$ cat config.mk
export PLATFORM = sky130hd
export DESIGN_NAME = ippe_event_gen
export DESIGN_NICKNAME = d
export VERILOG_FILES = /design/src/hdl/ippe_pkg.sv /design/src/hdl/ippe_event_gen.sv
export SDC_FILE = /design/constraint.sdc
export NUM_CORES = 1
export LEC_CHECK = 0
export BUFFER_PORTS_ARGS = -buffer_cell sky130_fd_sc_hd__buf_2
export CORE_UTILIZATION = 35
export CTS_CLUSTER_SIZE = 8
export DETAILED_ROUTE_END_ITERATION = 7
export SLEW_MARGIN = 15
export SYNTH_ARGS = -nofsm -noshare
export SYNTH_HDL_FRONTEND = slang
export SYNTH_SLANG_ARGS = --single-unit
$ cat constraint.sdc
create_clock -name aclk -period 5.2 [get_ports aclk]
set_clock_uncertainty 0.2 [all_clocks]
set_input_delay 1.04 -clock aclk [delete_from_list [all_inputs] [get_ports aclk]]
set_output_delay 1.04 -clock aclk [all_outputs]
set_load 0.02 [all_outputs]
$ cat src/hdl/ippe_pkg.sv
// Package with register map, field layout and event codes of the I/O ring port event generator.
package ippe_pkg;

    // ------------------------------------------------------------
    // Register map
    // ------------------------------------------------------------
    localparam logic [3:0] OFF_CTL0 = 4'h0;
    localparam logic [3:0] OFF_CTL1 = 4'h4;
    localparam logic [3:0] OFF_FILTER = 4'h8;
    localparam logic [3:0] OFF_STATUS = 4'hc;
    localparam logic [31:0] RST_CTL = 32'h0000_0000;
    localparam logic [4:0] RST_FILTER = 5'h00;

    // ------------------------------------------------------------
    // Field layout
    // ------------------------------------------------------------
    localparam int EVSEL_LSB = 0;
    localparam int UMASK_LSB = 8;
    localparam int EN_BIT = 22;
    localparam int QSEL_W = 5;
    localparam int STAT_REQ_STALL = 8;
    localparam int STAT_DATA_STALL = 9;
    localparam int STAT_WORD_STALL = 10;
    localparam int INC_W = 6;
    localparam int NUM_CTR = 2;

    // ------------------------------------------------------------
    // Event codes and unit-mask bits
    // ------------------------------------------------------------
    localparam logic [7:0] EV_TICKLE = 8'h16;
    localparam logic [7:0] EV_TXN = 8'h15;
    localparam logic [7:0] EV_REQ_STALL = 8'h18;
    localparam logic [7:0] EV_DATA_STALL = 8'h19;
    localparam logic [7:0] EV_BYPASS_INS = 8'h0e;
    localparam logic [7:0] EV_STD_INS = 8'h0f;
    localparam logic [7:0] EV_OUT_FILL = 8'h0d;
    localparam logic [7:0] EV_WORD_STALL = 8'h1a;
    localparam int UM_LOST = 0;
    localparam int UM_HEAD = 1;
    localparam int UM_READ = 0;
    localparam int UM_WRITE = 1;
    localparam int UM_PREFETCH = 2;
    localparam int UM_SOURCE = 3;

    // ------------------------------------------------------------
    // Bus answers
    // ------------------------------------------------------------
    localparam logic [1:0] RESP_OKAY = 2'h0;
    localparam logic [1:0] RESP_SLVERR = 2'h2;

endpackage : ippe_pkg

$ cat src/hdl/ippe_event_gen.sv
// Event generator for the performance monitor of an I/O ring port, with an AXI4-Lite register slave.
//
// What this block does
// RULE_01 - Tickle event counts every tickle, explicit or from an internal conflict.
// RULE_02 - Lost-ownership mask counts the hit request plus every request queued behind it.
// RULE_03 - Head mask counts tickles hitting the queue head, where data returns.
// RULE_04 - Transaction event counts inbound transactions, qualified by type and optionally source.
// RULE_05 - Selected type matches are ORed, then ANDed with the source match if selected.
// RULE_06 - Mask bit 0 selects reads without prefetches; bit 2 selects read prefetches.
// RULE_07 - Mask bit 1 selects writes; every retry of a tickled write counts again.
// RULE_08 - Mask bit 3 restricts to one five-bit source queue; clear means all sources.
// RULE_09 - Count cycles a ring request waits for lack of a request credit.
// RULE_10 - Count cycles ring data waits for lack of a data credit.
// RULE_11 - Two outbound insert events, one per non-coherent message class.
// RULE_12 - Outbound fill event adds the outstanding outbound request count every cycle.
// RULE_13 - Count cycles with write acks pending while the switch-to-port pipe idles.
// RULE_14 - Each event other than tickle and outbound fill at most one per cycle, and only on counters 0 and 1.
// RULE_15 - Source qualification uses the single queue held in the filter register.
// RULE_16 - Increment only with matching event code and true mask qualification.
//
// Design decisions made here: the AXI4-Lite register port and the placing of the registers.
`timescale 1ns/1ps

module ippe_event_gen (
    // Clock and reset
    input wire logic aclk,
    input wire logic aresetn,
    // AXI4-Lite slave
    input wire logic [3:0] s_axi_awaddr,
    input wire logic s_axi_awvalid,
    output logic s_axi_awready,
    input wire logic [31:0] s_axi_wdata,
    input wire logic [3:0] s_axi_wstrb,
    input wire logic s_axi_wvalid,
    output logic s_axi_wready,
    output logic [1:0] s_axi_bresp,
    output logic s_axi_bvalid,
    input wire logic s_axi_bready,
    input wire logic [3:0] s_axi_araddr,
    input wire logic s_axi_arvalid,
    output logic s_axi_arready,
    output logic [31:0] s_axi_rdata,
    output logic [1:0] s_axi_rresp,
    output logic s_axi_rvalid,
    input wire logic s_axi_rready,
    // Tickles
    input wire logic tickle_valid,
    input wire logic tickle_at_head,
    input wire logic [4:0] tickle_lost_count,
    // Inbound transactions
    input wire logic txn_valid,
    input wire logic txn_is_read,
    input wire logic txn_is_write,
    input wire logic txn_is_prefetch,
    input wire logic [4:0] txn_src_queue,
    // Ring egress credits
    input wire logic ring_req_pending,
    input wire logic ring_req_credit,
    input wire logic ring_data_pending,
    input wire logic ring_data_credit,
    // Outbound requests and ordering
    input wire logic out_bypass_insert,
    input wire logic out_standard_insert,
    input wire logic [5:0] out_outstanding,
    input wire logic wr_ack_pending,
    input wire logic switch_pipe_busy,
    // Increments toward generic counters 0 and 1
    output logic [5:0] ctr0_inc,
    output logic [5:0] ctr1_inc
);

    logic [31:0] ctl [ippe_pkg::NUM_CTR];
    logic [ippe_pkg::QSEL_W-1:0] source_queue_select;
    logic [3:0] aw_addr;
    logic aw_held;
    logic [31:0] w_data;
    logic [3:0] w_strb;
    logic w_held;
    logic do_write;
    logic next_aw_held;
    logic next_w_held;
    logic [31:0] status_word;
    logic [ippe_pkg::INC_W-1:0] next_inc [ippe_pkg::NUM_CTR];

    // ------------------------------------------------------------
    // Event evaluation
    // ------------------------------------------------------------
    // Shared by both counters so their decode can never disagree.
    function automatic logic [5:0] ippe_eval(input logic [31:0] cfg, input logic [4:0] qsel);
        logic [7:0] code;
        logic [7:0] um;
        logic type_hit;
        logic [5:0] amt;
        code = cfg[ippe_pkg::EVSEL_LSB +: 8];
        um = cfg[ippe_pkg::UMASK_LSB +: 8];
        type_hit = 1'b0;
        amt = 6'h00;
        if (!cfg[ippe_pkg::EN_BIT]) begin
            amt = 6'h00; // [RULE_16]
        end else if (code == ippe_pkg::EV_TICKLE) begin
            if (tickle_valid) begin
                if (um[ippe_pkg::UM_LOST] || um[ippe_pkg::UM_HEAD]) begin
                    if (um[ippe_pkg::UM_LOST] && !tickle_at_head) begin
                        amt = {1'b0, tickle_lost_count}; // [RULE_02]
                    end
                    if (um[ippe_pkg::UM_HEAD] && tickle_at_head) begin
                        amt = 6'h01; // [RULE_03]
                    end
                end else begin
                    amt = 6'h01; // [RULE_01]
                end
            end
        end else if (code == ippe_pkg::EV_TXN) begin
            // A retried write arrives as a fresh txn_valid and so counts again.
            type_hit = (um[ippe_pkg::UM_READ] && txn_is_read && !txn_is_prefetch) // [RULE_06]
                || (um[ippe_pkg::UM_WRITE] && txn_is_write) // [RULE_07]
                || (um[ippe_pkg::UM_PREFETCH] && txn_is_prefetch); // [RULE_05]
            if (um[ippe_pkg::UM_SOURCE] && txn_src_queue != qsel) begin
                type_hit = 1'b0; // [RULE_08] [RULE_15]
            end
            amt = {5'h00, txn_valid && type_hit}; // [RULE_04]
        end else if (code == ippe_pkg::EV_REQ_STALL) begin
            amt = {5'h00, ring_req_pending && !ring_req_credit}; // [RULE_09]
        end else if (code == ippe_pkg::EV_DATA_STALL) begin
            amt = {5'h00, ring_data_pending && !ring_data_credit}; // [RULE_10]
        end else if (code == ippe_pkg::EV_BYPASS_INS) begin
            amt = {5'h00, out_bypass_insert}; // [RULE_11]
        end else if (code == ippe_pkg::EV_STD_INS) begin
            amt = {5'h00, out_standard_insert}; // [RULE_11]
        end else if (code == ippe_pkg::EV_OUT_FILL) begin
            amt = out_outstanding; // [RULE_12]
        end else if (code == ippe_pkg::EV_WORD_STALL) begin
            amt = {5'h00, wr_ack_pending && !switch_pipe_busy}; // [RULE_13]
        end
        return amt;
    endfunction : ippe_eval

    // ------------------------------------------------------------
    // Counter increments
    // ------------------------------------------------------------
    // Only two counter slots exist, so no other counter can see these events.
    for (genvar g = 0; g < ippe_pkg::NUM_CTR; g++) begin : g_inc
        always_comb begin
            next_inc[g] = ippe_eval(ctl[g], source_queue_select); // [RULE_14] [RULE_16]
        end
    end

    always_ff @(posedge aclk) begin
        if (!aresetn) begin
            ctr0_inc <= 6'h00;
            ctr1_inc <= 6'h00;
        end else begin
            ctr0_inc <= next_inc[0];
            ctr1_inc <= next_inc[1];
        end
    end

    // ------------------------------------------------------------
    // AXI4-Lite write path
    // ------------------------------------------------------------
    // Either AW or W may be taken first.
    assign do_write = aw_held && w_held && !s_axi_bvalid;

    always_comb begin
        next_aw_held = aw_held;
        next_w_held = w_held;
        if (s_axi_awvalid && s_axi_awready) begin
            next_aw_held = 1'b1;
        end else if (do_write) begin
            next_aw_held = 1'b0;
        end
        if (s_axi_wvalid && s_axi_wready) begin
            next_w_held = 1'b1;
        end else if (do_write) begin
            next_w_held = 1'b0;
        end
    end

    always_ff @(posedge aclk) begin
        if (!aresetn) begin
            aw_held <= 1'b0;
            w_held <= 1'b0;
            s_axi_awready <= 1'b0;
            s_axi_wready <= 1'b0;
            aw_addr <= 4'h0;
            w_data <= 32'h0000_0000;
            w_strb <= 4'h0;
        end else begin
            aw_held <= next_aw_held;
            w_held <= next_w_held;
            s_axi_awready <= !next_aw_held;
            s_axi_wready <= !next_w_held;
            if (s_axi_awvalid && s_axi_awready) begin
                aw_addr <= s_axi_awaddr;
            end
            if (s_axi_wvalid && s_axi_wready) begin
                w_data <= s_axi_wdata;
                w_strb <= s_axi_wstrb;
            end
        end
    end

    always_ff @(posedge aclk) begin
        if (!aresetn) begin
            s_axi_bvalid <= 1'b0;
            s_axi_bresp <= ippe_pkg::RESP_OKAY;
        end else if (do_write) begin
            s_axi_bvalid <= 1'b1;
            if (aw_addr == ippe_pkg::OFF_CTL0 || aw_addr == ippe_pkg::OFF_CTL1
                || aw_addr == ippe_pkg::OFF_FILTER || aw_addr == ippe_pkg::OFF_STATUS) begin
                s_axi_bresp <= ippe_pkg::RESP_OKAY;
            end else begin
                s_axi_bresp <= ippe_pkg::RESP_SLVERR;
            end
        end else if (s_axi_bvalid && s_axi_bready) begin
            s_axi_bvalid <= 1'b0;
        end
    end

    // ------------------------------------------------------------
    // Registers
    // ------------------------------------------------------------
    always_ff @(posedge aclk) begin
        if (!aresetn) begin
            ctl[0] <= ippe_pkg::RST_CTL;
            ctl[1] <= ippe_pkg::RST_CTL;
            source_queue_select <= ippe_pkg::RST_FILTER;
        end else if (do_write) begin
            for (int b = 0; b < 4; b++) begin
                if (w_strb[b] && aw_addr == ippe_pkg::OFF_CTL0) begin
                    ctl[0][b*8 +: 8] <= w_data[b*8 +: 8];
                end else if (w_strb[b] && aw_addr == ippe_pkg::OFF_CTL1) begin
                    ctl[1][b*8 +: 8] <= w_data[b*8 +: 8];
                end
            end
            if (w_strb[0] && aw_addr == ippe_pkg::OFF_FILTER) begin
                source_queue_select <= w_data[ippe_pkg::QSEL_W-1:0]; // [RULE_15]
            end
        end
    end

    // Status is a live view, so a read shows the state of the cycle it was taken in.
    always_comb begin
        status_word = 32'h0000_0000;
        status_word[5:0] = out_outstanding;
        status_word[ippe_pkg::STAT_REQ_STALL] = ring_req_pending && !ring_req_credit;
        status_word[ippe_pkg::STAT_DATA_STALL] = ring_data_pending && !ring_data_credit;
        status_word[ippe_pkg::STAT_WORD_STALL] = wr_ack_pending && !switch_pipe_busy;
    end

    // ------------------------------------------------------------
    // AXI4-Lite read path
    // ------------------------------------------------------------
    always_ff @(posedge aclk) begin
        if (!aresetn) begin
            s_axi_arready <= 1'b0;
            s_axi_rvalid <= 1'b0;
            s_axi_rdata <= 32'h0000_0000;
            s_axi_rresp <= ippe_pkg::RESP_OKAY;
        end else if (s_axi_arvalid && s_axi_arready) begin
            s_axi_arready <= 1'b0;
            s_axi_rvalid <= 1'b1;
            s_axi_rresp <= ippe_pkg::RESP_OKAY;
            if (s_axi_araddr == ippe_pkg::OFF_CTL0) begin
                s_axi_rdata <= ctl[0];
            end else if (s_axi_araddr == ippe_pkg::OFF_CTL1) begin
                s_axi_rdata <= ctl[1];
            end else if (s_axi_araddr == ippe_pkg::OFF_FILTER) begin
                s_axi_rdata <= {27'h0, source_queue_select};
            end else if (s_axi_araddr == ippe_pkg::OFF_STATUS) begin
                s_axi_rdata <= status_word;
            end else begin
                s_axi_rdata <= 32'h0000_0000;
                s_axi_rresp <= ippe_pkg::RESP_SLVERR;
            end
        end else if (s_axi_rvalid && s_axi_rready) begin
            s_axi_rvalid <= 1'b0;
            s_axi_arready <= 1'b1;
        end else if (!s_axi_rvalid) begin
            s_axi_arready <= 1'b1;
        end
    end

    // ------------------------------------------------------------
    // Assertions on counter 0, cover points on both counters and the bus
    // ------------------------------------------------------------
    logic [31:0] cfg0;
    assign cfg0 = ctl[0];
endmodule : ippe_event_gen

==> metrics <==
Final Non-Filler Cells 1003; diode count 0; hold_buf cts 0; Top FF cell, synth dfxtp_1; FFs w/ async S/R, synth 0%; post-synthesis sequential area ratio 58.2%; layout cells sized above 1 24.2%; grt total ovfl 0; final wirelength 15800 um; Die ar. 0.0196 mm2; Max Clk Rate 0.326 GHz; hold depth 2; Leak 3.30 nW; FILL cells 1798; largest family of logic cells by synthesized area simple AND/OR/NAND/NOR gates; Cell Chain, Critical Path nand3b_1 -> nor4_2 -> and2_1 -> and2b_1 -> nand2_1 -> nand2_1; core area 0.0187 mm2; Synth Warn # 0; Power Density 345 mW/mm2; ANT nets after route 0; Die Width 140 um; Startpoint Class flip-flop; Vert. Die Dim 140 um; RSZ-0062 raised after global routing no; Critical Path Stages 6; TritonCTS clock tree yes; Reg area 0.00388 mm2; CP arrival 2.97 ns; xor and xnor area share after synthesis 0.656%; CTS Sinks 162; Post-synth EDFFs 64; multiplexer share of the synthesized area 3.04%; gr usage total 16.8%; Row Count 50; min Tclk post-route 3.07 ns; largest net degree at the start of global routing 69; # port buffers 131; Rel. slew slack 27.7%; synthesis-to-layout area growth 21.7%; clk_lat worst skew 0.43 ns; Synth Area in Adders 0%; slowest cell on the critical path and2b_1; dpl cells 971; worst-path maximum fanout 25; antenna violations before repair 0; Post-Synthesis Cells 637; hpwl dp 11700 um; area of the multi-input gates 0.00261 mm2; total power 2.81 mW; drt first-iter violations 314; Final Hold Fails 0; Largest stage delay, worst path 0.59 ns; Final Max Tran Viols 0; vias in the first global route 4650; CTS buffer count 17; crit end category flip-flop; Bufs and invs on worst path 0; worst slew pin tran 1.07 ns; clk buf depth 2; initial core utilization 35.7%; DR DRC count 0; complex-gate fraction of the synthesized area 15.2%; Required @ worst endpoint 5.10 ns; Crit Path Class reg -> reg; Reg2Reg Depth 6; Via Count 4921; Fin Setup TNS 0 ns; H-tree lvl count 4; status finished, final reports clean; Vias/cell 4.91; FF+latch count, synth 162; Final nets 837; Worst-path clk slew 0.06 ns; Avg Cell Area, Syn 10.5 um2; Hold WC Path Type reg -> reg; CP delay by family, top simple AND/OR/NAND/NOR gates; MaxCap Viol Count 0; Synth cell types 52; part of the cycle the worst path needs 59.0%; final RePlAce weighted congestion 0.910; Critical Path Most Common Cell nand2_1; Post-Synth Simple-Gate Area 20.0%; Post-Syn Area 0.00667 mm2; Final setup viols 0; post-CTS sizing 0; maximum VDD drop 204 uV; I/O pin cnt 134; postcts setup bufs 0; Root Driver clkbuf_16; DRT Pass-1 Iters 5; first-pass GRT wire length 25000 um; Routed WL per cell 15.8 um
[power by group]
| part | total, mW | switching (mW) | internal, mW |
|---|---|---|---|
| sequential | 1.39 | 0.0306 | 1.36 |
| clock | 1.26 | 0.486 | 0.771 |
| combinational | 0.162 | 0.0970 | 0.0646 |
[kinds of logic (layout without fill, tap and decap cells)]
| family | after synthesis | count (layout) |
|---|---|---|
| AND/OR/NAND/NOR | 261 | 261 |
| multiplexers | 14 | 14 |
| AO/OA/AOI/OAI | 150 | 150 |
| XOR/XNOR | 5 | 5 |
| other | 1 | 2 |
| flip-flops | 162 | 162 |
| buffers and inverters | 44 | 175 |
[tightest hold or removal path: cells and delay by family, from the launching register on]
family          cells  cell delay, ns
flops               1            0.32
simple gates        1            0.04
compound gates      1            0.05
[per-stage QoR]
stage               util [%]  setup slack, ns  hold WS (ns)  cell area (um2)
floorplan                  -             2.80         0.239             6680
global placement        40.2             2.01         0.234             7520
detailed placement      40.2             1.94         0.240             7520
CTS                     43.4             2.11         0.253             8120
global route            43.4             1.77         0.275             8120
finish                  43.4             2.13         0.247             8120
[routing by layer]
layer / GRT usage, % / wire [um] / vias to the layer above
met5: 0 / 0 / -
met4: 5.84 / 174 / 0
met3: 4.44 / 779 / 13
met2: 23.6 / 6780 / 127
met1: 24.6 / 8070 / 2263
li1: - / - / 2518
[cell type report]
type / instances / share of cell area [%]
clock buffers: 23 / 6.15
well taps: 234 / 3.60
inverters: 4 / 0.185
repair buffers: 139 / 8.81
clock inverters: 9 / 1.26
multi-input cells: 432 / 32.2
flip-flops and latches: 162 / 47.8
[final timing paths]
| kind | slack [ns] | start | endpoint |
|---|---|---|---|
| max reg2reg | 2.13 | s_axi_bvalid | ctl[0][8] |
| max | 2.13 | s_axi_bvalid | ctl[0][8] |
| min | 0.25 | s_axi_rresp[1] | s_axi_rresp[1] |
| min reg2reg | 0.25 | s_axi_rresp[1] | s_axi_rresp[1] |
[cells in the mapped netlist (2+ instances only)]
cell / instances / area share (%)
a21boi_0: 43 / 4.8
a21oi_1: 12 / 0.90
a22o_1: 9 / 1.2
a22oi_1: 26 / 2.9
a31oi_1: 3 / 0.28
a32oi_1: 8 / 1.0
and2_1: 30 / 2.8
and2b_1: 2 / 0.22
and3_1: 35 / 3.3
and4_1: 2 / 0.26
buf_2: 2 / 0.15
buf_4: 3 / 0.34
buf_6: 2 / 0.34
clkbuf_1: 31 / 1.7
dfxtp_1: 98 / 29
edfxtp_1: 64 / 29
inv_1: 4 / 0.22
mux2i_1: 9 / 1.3
mux4_2: 5 / 1.7
nand2_1: 121 / 6.8
nand2b_1: 11 / 1.0
nand3_1: 12 / 0.90
nand3b_1: 3 / 0.34
nand4_1: 2 / 0.19
nor2_1: 15 / 0.84
nor2b_1: 8 / 0.75
nor3_1: 5 / 0.37
nor4_1: 2 / 0.19
nor4b_1: 2 / 0.26
o21ai_0: 41 / 3.1
o22ai_1: 3 / 0.28
xnor2_1: 2 / 0.26
xor2_1: 3 / 0.39
[placed cells by master, fill, tap and decap left out, types with 11 or more instances in the layout]
cell       synthesis  routed
buf_2              2     131
nand2_1          121     121
dfxtp_1           98      98
edfxtp_1          64      64
a21boi_0          43      43
o21ai_0           41      40
and3_1            35      35
and2_1            30      29
a22oi_1           26      26
clkbuf_16          0      18
nor2_1            15      15
nand3_1           12      12
a21oi_1           12      12
nand2b_1          11      11
[sequential cells by signal, indices dropped and copies added (netlist names), 4 cells and up]
| register | flops |
|---|---|
| w_data | 32 |
| ctr1_inc | 6 |
| ctl | 64 |
| source_queue_select | 5 |
| aw_addr | 4 |
| ctr0_inc | 6 |
| s_axi_rdata | 32 |
| w_strb | 4 |
No activity file was read; power rests on OpenSTA's default activity.
